## src/logic/lic_regs_map.vh

```
// Register map and field layout of the line interface control bank.
// Assumes a byte-wide register space reached by word index on Avalon-MM.
`ifndef LIC_REGS_MAP_VH
`define LIC_REGS_MAP_VH

// ---------------------------------------------------------------------
// Register indices
// ---------------------------------------------------------------------
`define LIC_IDX_W 13
`define LIC_IDX_CTRL 13'h1000
`define LIC_IDX_SHAPE 13'h1001
`define LIC_IDX_MAINT 13'h1002
`define LIC_IDX_LIVE 13'h1003
`define LIC_IDX_MASK 13'h1004
`define LIC_IDX_LATCH 13'h1005
`define LIC_IDX_LEVEL 13'h1006
`define LIC_IDX_IMPMON 13'h1007
`define LIC_IDX_RSV_LO 13'h1008
`define LIC_IDX_RSV_HI 13'h101F

// ---------------------------------------------------------------------
// Reset values and write masks
// ---------------------------------------------------------------------
`define LIC_RST 8'h00
`define LIC_CTRL_WMASK 8'h1F
`define LIC_SHAPE_WMASK 8'h77

// ---------------------------------------------------------------------
// Field positions
// ---------------------------------------------------------------------
`define LIC_CTRL_DEPTH 4
`define LIC_CTRL_POS_HI 3
`define LIC_CTRL_POS_LO 2
`define LIC_CTRL_STD 1
`define LIC_CTRL_LOSC 0
`define LIC_SHP_TOFF 6
`define LIC_SHP_IMP_HI 5
`define LIC_SHP_IMP_LO 4
`define LIC_SHP_LBO_HI 2
`define LIC_SHP_LBO_LO 0
`define LIC_MNT_FAIS 7
`define LIC_MNT_AAIS 6
`define LIC_MNT_NLOOP 5
`define LIC_MNT_ALOOP 4
`define LIC_MNT_FLOOP 3
`define LIC_MNT_TPD 2
`define LIC_MNT_RPD 1
`define LIC_MNT_TEN 0
`define LIC_LIV_LOS 0
`define LIC_LIV_OPEN 1
`define LIC_LIV_SHORT 2
`define LIC_LIV_UNDER 4
`define LIC_LIV_OVER 5

// ---------------------------------------------------------------------
// Codes
// ---------------------------------------------------------------------
`define LIC_DEPTH_DEEP 8'h80
`define LIC_DEPTH_SHALLOW 8'h20
`define LIC_POS_RX 2'h0
`define LIC_POS_TX 2'h1
`define LIC_LOS_G775 2'h0
`define LIC_LOS_ETS 2'h1
`define LIC_LOS_T1231 2'h2
`define LIC_IMP_75 2'h0
`define LIC_IMP_100 2'h1
`define LIC_IMP_110 2'h2
`define LIC_IMP_120 2'h3
`define LIC_LBO_E1_120 3'h1
`define LIC_LBO_CSU_FIRST 3'h5

`endif

```

## src/logic/lic_regs.v

```verilog
// Line interface control and status register bank with Avalon-MM slave.
// Assumes live line conditions arrive synchronous to clk from the analog front end.
//
// Behaviour
// - Depth bit picks 128 or 32 bits.
// - Position field: receive, transmit, or bypass.
// - Standard bit: 0 E1, 1 T1/J1.
// - LOS criterion from standard and bit.
// - Termination off bit disables internal impedance.
// - Load impedance code 75/100/110/120 ohms.
// - Build-out code selects waveshape per standard.
// - Forced alarm sends all ones, ignores framer.
// - Auto alarm sends all ones on LOS.
// - Bit 5 enables local loopback.
// - Bit 4 enables analog loopback.
// - Remote loop retransmits receive, drops framer data.
// - Driver power-down tristates line outputs.
// - Receiver power-down bit powers receiver down.
// - Driver enable bit, overridden by pin.
// - Live LOS, open, short status bits.
// - Live over and under equalized bits.
// - Mask bits gate latched events onto interrupt.
// - Every latched bit latches, may interrupt.
//
// Our own choice: the Avalon-MM interface to the registers.
`timescale 1ns/100ps
`include "lic_regs_map.vh"

module lic_regs (
  // Clock, reset and clock enable
  input wire clk,
  input wire resetn,
  input wire clk_en,
  // Avalon-MM slave
  input wire [`LIC_IDX_W-1:0] avs_address,
  input wire avs_read,
  input wire avs_write,
  input wire [7:0] avs_writedata,
  output reg [7:0] avs_readdata,
  output reg avs_waitrequest,
  // Live line conditions
  input wire los_live,
  input wire open_circuit_live,
  input wire short_circuit_live,
  input wire over_equalized_flag,
  input wire under_equalized_flag,
  input wire jitter_limit_live,
  input wire [3:0] rx_level_live,
  // Line data paths
  input wire driver_enable_pin,
  input wire framer_tx_bit,
  input wire line_rx_bit,
  // Line configuration outputs
  output reg [7:0] jitter_fifo_depth_sel,
  output reg [1:0] jitter_position_sel,
  output reg jitter_bypass,
  output reg line_standard_sel,
  output reg [1:0] los_criteria_sel,
  output reg tx_termination_off,
  output reg [1:0] tx_load_impedance_sel,
  output reg [2:0] tx_shape_sel,
  output reg tx_shape_csu,
  output reg near_end_loop,
  output reg internal_analog_loop,
  output reg far_end_loop,
  output reg receiver_power_down,
  output reg [3:0] rx_impedance_ctrl_unused,
  // Transmit line and interrupt outputs
  output reg line_out_bit,
  output reg alarm_ones_active,
  output reg line_out_oe_n,
  output reg line_irq
);

  // -------------------------------------------------------------------
  // Registers
  // -------------------------------------------------------------------
  reg [7:0] ctrl_q;
  reg [7:0] shape_q;
  reg [7:0] maint_q;
  reg [7:0] mask_q;
  reg [7:0] latch_q;
  reg [7:0] impmon_q;
  reg [7:0] live_q;
  reg jit_q;
  reg ack_q;
  reg [7:0] latch_d;
  reg [7:0] events;
  reg [7:0] rdata_d;
  wire [7:0] live_d;
  wire req;
  wire wr_hit;
  wire alarm_d;
  wire drive_d;

  function sel_hit;
    input [`LIC_IDX_W-1:0] a;
    input [`LIC_IDX_W-1:0] idx;
    begin
      sel_hit = (a == idx);
    end
  endfunction

  // -------------------------------------------------------------------
  // Live status
  // -------------------------------------------------------------------
  assign live_d = {2'h0, over_equalized_flag, under_equalized_flag, 1'b0,
                   short_circuit_live, open_circuit_live, los_live};

  // -------------------------------------------------------------------
  // Bus slave
  // -------------------------------------------------------------------
  assign req = (avs_read | avs_write) & ~ack_q;
  // A write lands only at the edge where the master sees waitrequest low.
  assign wr_hit = avs_write & ack_q;

  always @* begin
    case (avs_address)
      `LIC_IDX_CTRL: rdata_d = ctrl_q;
      `LIC_IDX_SHAPE: rdata_d = shape_q;
      `LIC_IDX_MAINT: rdata_d = maint_q;
      `LIC_IDX_LIVE: rdata_d = live_q;
      `LIC_IDX_MASK: rdata_d = mask_q;
      `LIC_IDX_LATCH: rdata_d = latch_q;
      `LIC_IDX_LEVEL: rdata_d = {rx_level_live, 4'h0};
      `LIC_IDX_IMPMON: rdata_d = impmon_q;
      default: rdata_d = 8'h00;
    endcase
  end

  // Rising edges set detect bits, falling edges set clear bits.
  always @* begin
    events = {jit_q & ~jitter_limit_live, live_q[1] & ~open_circuit_live,
              live_q[2] & ~short_circuit_live, live_q[0] & ~los_live,
              ~jit_q & jitter_limit_live, ~live_q[1] & open_circuit_live,
              ~live_q[2] & short_circuit_live, ~live_q[0] & los_live};
    latch_d = latch_q;
    if (wr_hit && sel_hit(avs_address, `LIC_IDX_LATCH)) begin
      latch_d = latch_q & ~avs_writedata;
    end
    latch_d = latch_d | events;
  end

  always @(posedge clk) begin
    if (!resetn) begin
      ctrl_q <= `LIC_RST;
      shape_q <= `LIC_RST;
      maint_q <= `LIC_RST;
      mask_q <= `LIC_RST;
      latch_q <= `LIC_RST;
      impmon_q <= `LIC_RST;
      live_q <= `LIC_RST;
      jit_q <= 1'b0;
      ack_q <= 1'b0;
      avs_readdata <= `LIC_RST;
      avs_waitrequest <= 1'b1;
      line_irq <= 1'b0;
    end else if (clk_en) begin
      live_q <= live_d;
      jit_q <= jitter_limit_live;
      latch_q <= latch_d;
      line_irq <= |(latch_d & mask_q);
      ack_q <= req;
      avs_waitrequest <= ~req;
      if (req) begin
        avs_readdata <= rdata_d;
      end
      // Reserved indices are expected to receive zeros only and are ignored.
      if (wr_hit) begin
        if (sel_hit(avs_address, `LIC_IDX_CTRL)) begin
          ctrl_q <= avs_writedata & `LIC_CTRL_WMASK;
        end
        if (sel_hit(avs_address, `LIC_IDX_SHAPE)) begin
          shape_q <= avs_writedata & `LIC_SHAPE_WMASK;
        end
        if (sel_hit(avs_address, `LIC_IDX_MAINT)) begin
          maint_q <= avs_writedata;
        end
        if (sel_hit(avs_address, `LIC_IDX_MASK)) begin
          mask_q <= avs_writedata;
        end
        if (sel_hit(avs_address, `LIC_IDX_IMPMON)) begin
          impmon_q <= avs_writedata;
        end
      end
    end
  end

  // -------------------------------------------------------------------
  // Configuration decode
  // -------------------------------------------------------------------
  assign alarm_d = maint_q[`LIC_MNT_FAIS] |
                   (maint_q[`LIC_MNT_AAIS] & live_q[`LIC_LIV_LOS]);
  assign drive_d = driver_enable_pin & maint_q[`LIC_MNT_TEN] &
                   ~maint_q[`LIC_MNT_TPD];

  // -------------------------------------------------------------------
  // Jitter attenuator settings
  // -------------------------------------------------------------------
  // Depth code of the attenuator FIFO.
  always @(posedge clk) begin
    if (!resetn) begin
      jitter_fifo_depth_sel <= `LIC_DEPTH_DEEP;
    end else if (clk_en) begin
      jitter_fifo_depth_sel <= ctrl_q[`LIC_CTRL_DEPTH] ? `LIC_DEPTH_SHALLOW :
                               `LIC_DEPTH_DEEP;
    end
  end

  // Position of the attenuator in the path.
  always @(posedge clk) begin
    if (!resetn) begin
      jitter_position_sel <= `LIC_POS_RX;
    end else if (clk_en) begin
      jitter_position_sel <= ctrl_q[`LIC_CTRL_POS_HI:`LIC_CTRL_POS_LO];
    end
  end

  // Upper position bit takes the attenuator out of the path.
  always @(posedge clk) begin
    if (!resetn) begin
      jitter_bypass <= 1'b0;
    end else if (clk_en) begin
      jitter_bypass <= ctrl_q[`LIC_CTRL_POS_HI];
    end
  end

  // -------------------------------------------------------------------
  // Line standard and loss criterion
  // -------------------------------------------------------------------
  // Line standard select.
  always @(posedge clk) begin
    if (!resetn) begin
      line_standard_sel <= 1'b0;
    end else if (clk_en) begin
      line_standard_sel <= ctrl_q[`LIC_CTRL_STD];
    end
  end

  // Loss criterion depends on both the standard and the criterion bit.
  always @(posedge clk) begin
    if (!resetn) begin
      los_criteria_sel <= `LIC_LOS_G775;
    end else if (clk_en) begin
      if (ctrl_q[`LIC_CTRL_STD]) begin
        los_criteria_sel <= `LIC_LOS_T1231;
      end else begin
        los_criteria_sel <= ctrl_q[`LIC_CTRL_LOSC] ? `LIC_LOS_ETS : `LIC_LOS_G775;
      end
    end
  end

  // -------------------------------------------------------------------
  // Transmit termination and waveshape
  // -------------------------------------------------------------------
  // Internal termination off.
  always @(posedge clk) begin
    if (!resetn) begin
      tx_termination_off <= 1'b0;
    end else if (clk_en) begin
      tx_termination_off <= shape_q[`LIC_SHP_TOFF];
    end
  end

  // Load impedance code.
  always @(posedge clk) begin
    if (!resetn) begin
      tx_load_impedance_sel <= `LIC_IMP_75;
    end else if (clk_en) begin
      tx_load_impedance_sel <= shape_q[`LIC_SHP_IMP_HI:`LIC_SHP_IMP_LO];
    end
  end

  // Build-out code.
  always @(posedge clk) begin
    if (!resetn) begin
      tx_shape_sel <= 3'h0;
    end else if (clk_en) begin
      tx_shape_sel <= shape_q[`LIC_SHP_LBO_HI:`LIC_SHP_LBO_LO];
    end
  end

  // Attenuation shapes exist only for the T1/J1 standard.
  always @(posedge clk) begin
    if (!resetn) begin
      tx_shape_csu <= 1'b0;
    end else if (clk_en) begin
      tx_shape_csu <= ctrl_q[`LIC_CTRL_STD] &
                      (shape_q[`LIC_SHP_LBO_HI:`LIC_SHP_LBO_LO] >= `LIC_LBO_CSU_FIRST);
    end
  end

  // -------------------------------------------------------------------
  // Loopbacks and power
  // -------------------------------------------------------------------
  // Local loopback.
  always @(posedge clk) begin
    if (!resetn) begin
      near_end_loop <= 1'b0;
    end else if (clk_en) begin
      near_end_loop <= maint_q[`LIC_MNT_NLOOP];
    end
  end

  // Analog loopback.
  always @(posedge clk) begin
    if (!resetn) begin
      internal_analog_loop <= 1'b0;
    end else if (clk_en) begin
      internal_analog_loop <= maint_q[`LIC_MNT_ALOOP];
    end
  end

  // Remote loopback.
  always @(posedge clk) begin
    if (!resetn) begin
      far_end_loop <= 1'b0;
    end else if (clk_en) begin
      far_end_loop <= maint_q[`LIC_MNT_FLOOP];
    end
  end

  // Receiver power-down.
  always @(posedge clk) begin
    if (!resetn) begin
      receiver_power_down <= 1'b0;
    end else if (clk_en) begin
      receiver_power_down <= maint_q[`LIC_MNT_RPD];
    end
  end

  // Upper half of the impedance monitor register.
  always @(posedge clk) begin
    if (!resetn) begin
      rx_impedance_ctrl_unused <= 4'h0;
    end else if (clk_en) begin
      rx_impedance_ctrl_unused <= impmon_q[7:4];
    end
  end

  // -------------------------------------------------------------------
  // Transmit line
  // -------------------------------------------------------------------
  // Alarm pattern in force.
  always @(posedge clk) begin
    if (!resetn) begin
      alarm_ones_active <= 1'b0;
    end else if (clk_en) begin
      alarm_ones_active <= alarm_d;
    end
  end

  // Alarm beats remote loopback, which beats framer data.
  always @(posedge clk) begin
    if (!resetn) begin
      line_out_bit <= 1'b0;
    end else if (clk_en) begin
      if (alarm_d) begin
        line_out_bit <= 1'b1;
      end else if (maint_q[`LIC_MNT_FLOOP]) begin
        line_out_bit <= line_rx_bit;
      end else begin
        line_out_bit <= framer_tx_bit;
      end
    end
  end

  // Driver output enable, low while driving.
  always @(posedge clk) begin
    if (!resetn) begin
      line_out_oe_n <= 1'b1;
    end else if (clk_en) begin
      line_out_oe_n <= ~drive_d;
    end
  end

endmodule // lic_regs

```

## config.mk

```make
export PLATFORM = sky130hd
export DESIGN_NAME = lic_regs
export DESIGN_NICKNAME = d
export VERILOG_FILES = /design/src/logic/lic_regs.v
export VERILOG_INCLUDE_DIRS = /design/src /design/src/logic
export SDC_FILE = /design/constraint.sdc
export NUM_CORES = 1
export LEC_CHECK = 0
export ABC_CLOCK_PERIOD_IN_PS = 1850
export CAP_MARGIN = 20
export CORE_ASPECT_RATIO = 0.9
export CORE_MARGIN = 4
export CORE_UTILIZATION = 40
export CTS_BUF_LIST = sky130_fd_sc_hd__clkbuf_4 sky130_fd_sc_hd__clkbuf_8
export CTS_CLUSTER_SIZE = 12
export DETAILED_ROUTE_END_ITERATION = 8
export DONT_BUFFER_PORTS = 1
export PLACE_DENSITY = 0.56
export SLEW_MARGIN = 10
export SYNTH_ARGS = -nofsm -noshare
export SYNTH_HDL_FRONTEND = slang
export SYNTH_SLANG_ARGS = --single-unit
export TNS_END_PERCENT = 30
```

## constraint.sdc

```tcl
create_clock -name clk -period 1.85 [get_ports clk]
set_input_delay 0.0925 -clock clk [delete_from_list [all_inputs] [get_ports clk]]
set_output_delay 0.0925 -clock clk [all_outputs]
set_load 0.05 [all_outputs]
```

### Word level (Yosys, flattened, before mapping)

Cells that the tools add are included.

* output and inout bits: 42
* input port bits: 39
* word-level logic and storage cells: 85
* bits in registers: 92

* equal/unequal tests: 8
* bitwise operators: 32
* reductions and logical operators: 8
* $lt $le $gt $ge: 1
* muxes and demuxes: 7

Operator list (number)
* $eq 13x13->1 const B: 8
* $pmux 8 s8: 1
* $and 8x8->8: 2
* $mux 8: 2
* $reduce_and 3->1: 5
* $and 1x1->1: 14
* $not 1->1: 12
* $not 8->8: 1
* $or 8x8->8: 1
* $reduce_or 8->1: 1
* $ge 3x3->1 const B: 1
* $mux 1: 3
* $mux 2: 1
* $or 1x1->1: 2
* $reduce_and 2->1: 1
* $logic_and 1x1->1: 1

### Depth between registers and ports, before layout

* depth after elaboration: 6
* gate-level depth with buffers: 7
* mapped depth without buffers: 5

### Least setup slack after synthesis

No wires, ideal clock.

* path kind: input-to-reg
* start point: input port avs_address[9]
* end point: register mask_q[5]
* required time: 1.735 ns
* setup time: 0.115 ns
* path buffers: 2
* data arrival time: 1.589 ns
* path slack: 0.147 ns
* stages: 7
* cells stage by stage: or4_1 > nor4_2 > buf_6 > nand3_4 > buf_6 > nand3_1 > o21ai_2

* cells in the longest elaborated chain, start to end: 2

RTL lines
* start: declaration: line lic_regs.v:35 `` input wire [`LIC_IDX_W-1:0] avs_address, ``
* $eq 13x13->1: line lic_regs.v:100 `sel_hit = (a == idx);`
* $reduce_and 3->1 (no source line)
* end signal: assignment: line lic_regs.v:149 `` mask_q <= `LIC_RST; ``
* end signal: assignment: line lic_regs.v:180 `mask_q <= avs_writedata;`
* end: declaration: line lic_regs.v:81 `reg [7:0] mask_q;`

No other way between the ends.
A chain may end at the register's enable or synchronous reset.

### Worst setup path after layout

* start point: register ack_q
* end point: register ctrl_q[4]

* cells in the longest elaborated chain, start to end: 2

RTL lines
* start: declaration: line lic_regs.v:86 `reg ack_q;`
* start signal: assignment: line lic_regs.v:163 `ack_q <= req;`
* $and 1x1->1: line lic_regs.v:115 `assign wr_hit = avs_write & ack_q;`
* $reduce_and 3->1 (no source line)
* end signal: assignment: line lic_regs.v:146 `` ctrl_q <= `LIC_RST; ``
* end signal: assignment: line lic_regs.v:171 `` ctrl_q <= avs_writedata & `LIC_CTRL_WMASK; ``
* end: declaration: line lic_regs.v:78 `reg [7:0] ctrl_q;`

No other way between the ends.

==> flow_summary_export.csv <==
group,metric,value,unit
logic_synthesis,netlist_top_cells_area,"dfxtp_1 43%, mux2i_1 11%, nor2_1 4.5%",
sta,slew_viol_final,0,
sta,fmax,614,MHz
setup_path,reg2reg_slack,0.22,ns
global_routing,grt_pass1_vias,3203,
placed_design,io_buffers,0,
min_path,hold_path_end,"mask_q[5]",
placed_design,gp_congestion,0.927,
clocking,clockBufferDepth,2,
floorplanning,core-area,9290,um^2
layout,diodes,0,
setup_path,cp_slowest_stage_delay,0.39,ns
power_and_ir_drop,power_density,766,nW/um^2
drt,drtIter0Drc,231,
setup_path,critPathCaptureType,"flop",
setup_path,cp.arrival,1.92,ns
drt,viasPerCell,5.49,
clocking,post-cts-setup-buffers,0,
sta,worst_pin_slew,0.523,ns
layout,area_delta_synth_final,17.6,%
min_path,hold_path_startpoint,"avs_address[2]",
logic_synthesis,synth_seq_cells,84,
setup_path,cp_slowest_cell,"dfxtp_1",
floorplanning,die_w,112,um
sta,grt_setup_unrepaired,"no",
sta,fin_setup_tns,0,ns
placed_design,dp_hpwl,7600,um
power_and_ir_drop,p_leak,0.00176,uW
logic_synthesis,synthCells,430,
logic_synthesis,synth_area,3880,um^2
floorplanning,row_count,33,
sta,finalHoldViolCount,0,
setup_path,worstPathRequired,2.14,ns
layout,drive_gt1_share,16.8,%
min_path,hold_depth,2,
layout,nets,504,
global_routing,antenna_found_initial,0,
global_routing,grtUsageTotal,19.9,%
clocking,numClockSinks,84,
setup_path,crit_chain,"nand3_1, nor4_2, buf_4, nand2_2, nor2_4, mux2i_1",
sta,holdWs,0.0134,ns
drt,drc,0,
floorplanning,dieArea,11300,um^2
logic_synthesis,synth_warnings,0,
logic_synthesis,avgSynthCellArea,9.01,um^2
run,maxCapViolations,0,
clocking,cts_tree,"built",
power_and_ir_drop,ir_worst_vdd,0.000526,V
floorplanning,initial_core_util,41.7,%
sta,slew-limit-headroom,65.1,%
setup_path,critPathTopFamily,"simple AND/OR/NAND/NOR gates",
setup_path,path_buf_inv,1,
logic_synthesis,synth_top_area_share,43.4,%
drt,routed_wl,11000,um
outcome,status,"completed",
setup_path,r2r-end,"ctrl_q[4]",
clocking,clock_latency,0.36,ns
floorplanning,die_h,101,um
setup_path,reg2reg_depth,6,
logic_synthesis,synth_edf_count,0,
logic_synthesis,ys_async_sr_fraction,0,%
drt,dr.pass1.iters,4,
logic_synthesis,synth-seq-area-share,43.4,%
logic_synthesis,synth_top_cell_by_area,"dfxtp_1",
logic_synthesis,synth_ff_type,"dfxtp_1",
clocking,htreeDepth,3,
drt,final_antenna_net_count,0,
floorplanning,ios,81,
clocking,path_clk_slew,0.09,ns
global_routing,grt_overflow,0,
global_routing,grt_max_degree,56,
setup_path,crit_path_start_kind,"flop",
sta,fin_skew,0.0123,ns
setup_path,r2r-start,"ack_q",
sta,period_share,88.1,%
layout,fin_util,49.1,%
sta,finalCriticalPeriod,1.63,ns
sta,finalSetupViolations,0,
global_routing,grt_pass1_wl,17600,um
setup_path,crit_type,"reg2reg",
drt,avgRoutedWirePerCell,18.6,um
min_path,min_path_type,"in2reg",
clocking,numCtsBuffers,9,
drt,via_count,3249,
clocking,cts_root_buffer,"clkbuf_8",
logic_synthesis,ys_types,45,
setup_path,critPathMaxFanout,11,
==> state kept, by name, summed over array words and instances, names as in the netlist, 2 cells and up <==
name                      flops
jitter_fifo_depth_sel         2
mask_q                        8
impmon_q                      8
ctrl_q                        5
shape_q                       6
jitter_position_sel           2
avs_readdata                  8
maint_q                       8
live_q                        5
tx_load_impedance_sel         2
tx_shape_sel                  3
rx_impedance_ctrl_unused      4
latch_q                       8
==> synthesized netlist by cell type, types with 9 or more instances <==
cell type	instances
mux2i_1	42
buf_4	9
nor2_1	46
clkbuf_1	16
o21ai_0	32
nand3_1	31
nand2_1	38
nor2b_1	19
a21oi_1	25
dfxtp_1	84
==> what timing repair did <==
action / in CTS / in global routing
hold buffers: 23 / 0
hold endpoints to repair: 81 / 0
resized for setup: 0 / 0
==> stage by stage <==
step	instance area, um^2	setup WS [ns]	cells	power [uW]
after floorplan	3890	0.147	435	2130
after global placement	4100	0.0674	553	2110
after detailed placement	4100	0.0478	553	2110
after CTS	4560	0.223	592	3520
after global routing	4560	0.113	592	3620
final	4560	0.221	592	3490
==> worst register-to-register path, delay by kind of cell, from the launching register on <==
family | cells | cell delay [ns]
buffers and inverters | 1 | 0.24
multiplexers | 1 | 0.23
AND/OR/NAND/NOR | 4 | 0.70
flip-flops | 1 | 0.39
==> worst max-delay path by stage <==
stage | from | to | depth (start not counted)
after floorplan | avs_address[9] | mask_q[5] | 7
after global placement | avs_address[9] | ctrl_q[3] | 6
after detailed placement | avs_address[9] | ctrl_q[4] | 6
after CTS | ack_q | ctrl_q[4] | 6
after global routing | ack_q | ctrl_q[1] | 6
final | ack_q | ctrl_q[4] | 6
==> kinds of logic after synthesis <==
group | share of synthesized area [%]
other | 0.0967
and+or+nand+nor | 20.8
buffers and inverters | 5.20
AOI/OAI and AO/OA | 15.1
DFF | 43.4
muxes | 15.5
==> placed cells by master (no fill, tap or decap), types with 8 or more instances in the layout <==
master,count
nor2b_1,19
o21ai_0,32
nor2_1,46
o21ai_2,8
nand2_1,38
a311oi_1,8
nand3_1,31
a21oi_1,25
dfxtp_1,84
mux2i_1,42
buf_4,30
clkbuf_8,9
dlygate4sd3_1,21
mux2_2,8
==> layout make-up <==
type | instances | area (um^2)
clock buffer | 10 | 131
clock inverter | 6 | 65.1
fill | 904 | 4730
inverter | 3 | 11.3
multi-input combinational | 313 | 2010
sequential | 84 | 1680
tap | 122 | 153
timing repair buffer | 54 | 503
==> power breakdown <==
group          internal (uW)  switching [uW]
clock                    639             681
combinational            122             187
sequential              1830            30.1
==> routing by layer <==
layer / vias up / GRT usage (%) / part of all wire [%]
met5: - / 0 / 0
met4: 0 / 6.55 / 1.6
met3: 18 / 6.09 / 7.2
met2: 117 / 29.8 / 44
met1: 1522 / 27.6 / 48
li1: 1592 / - / -
No activity file was read; power rests on OpenSTA's default activity.
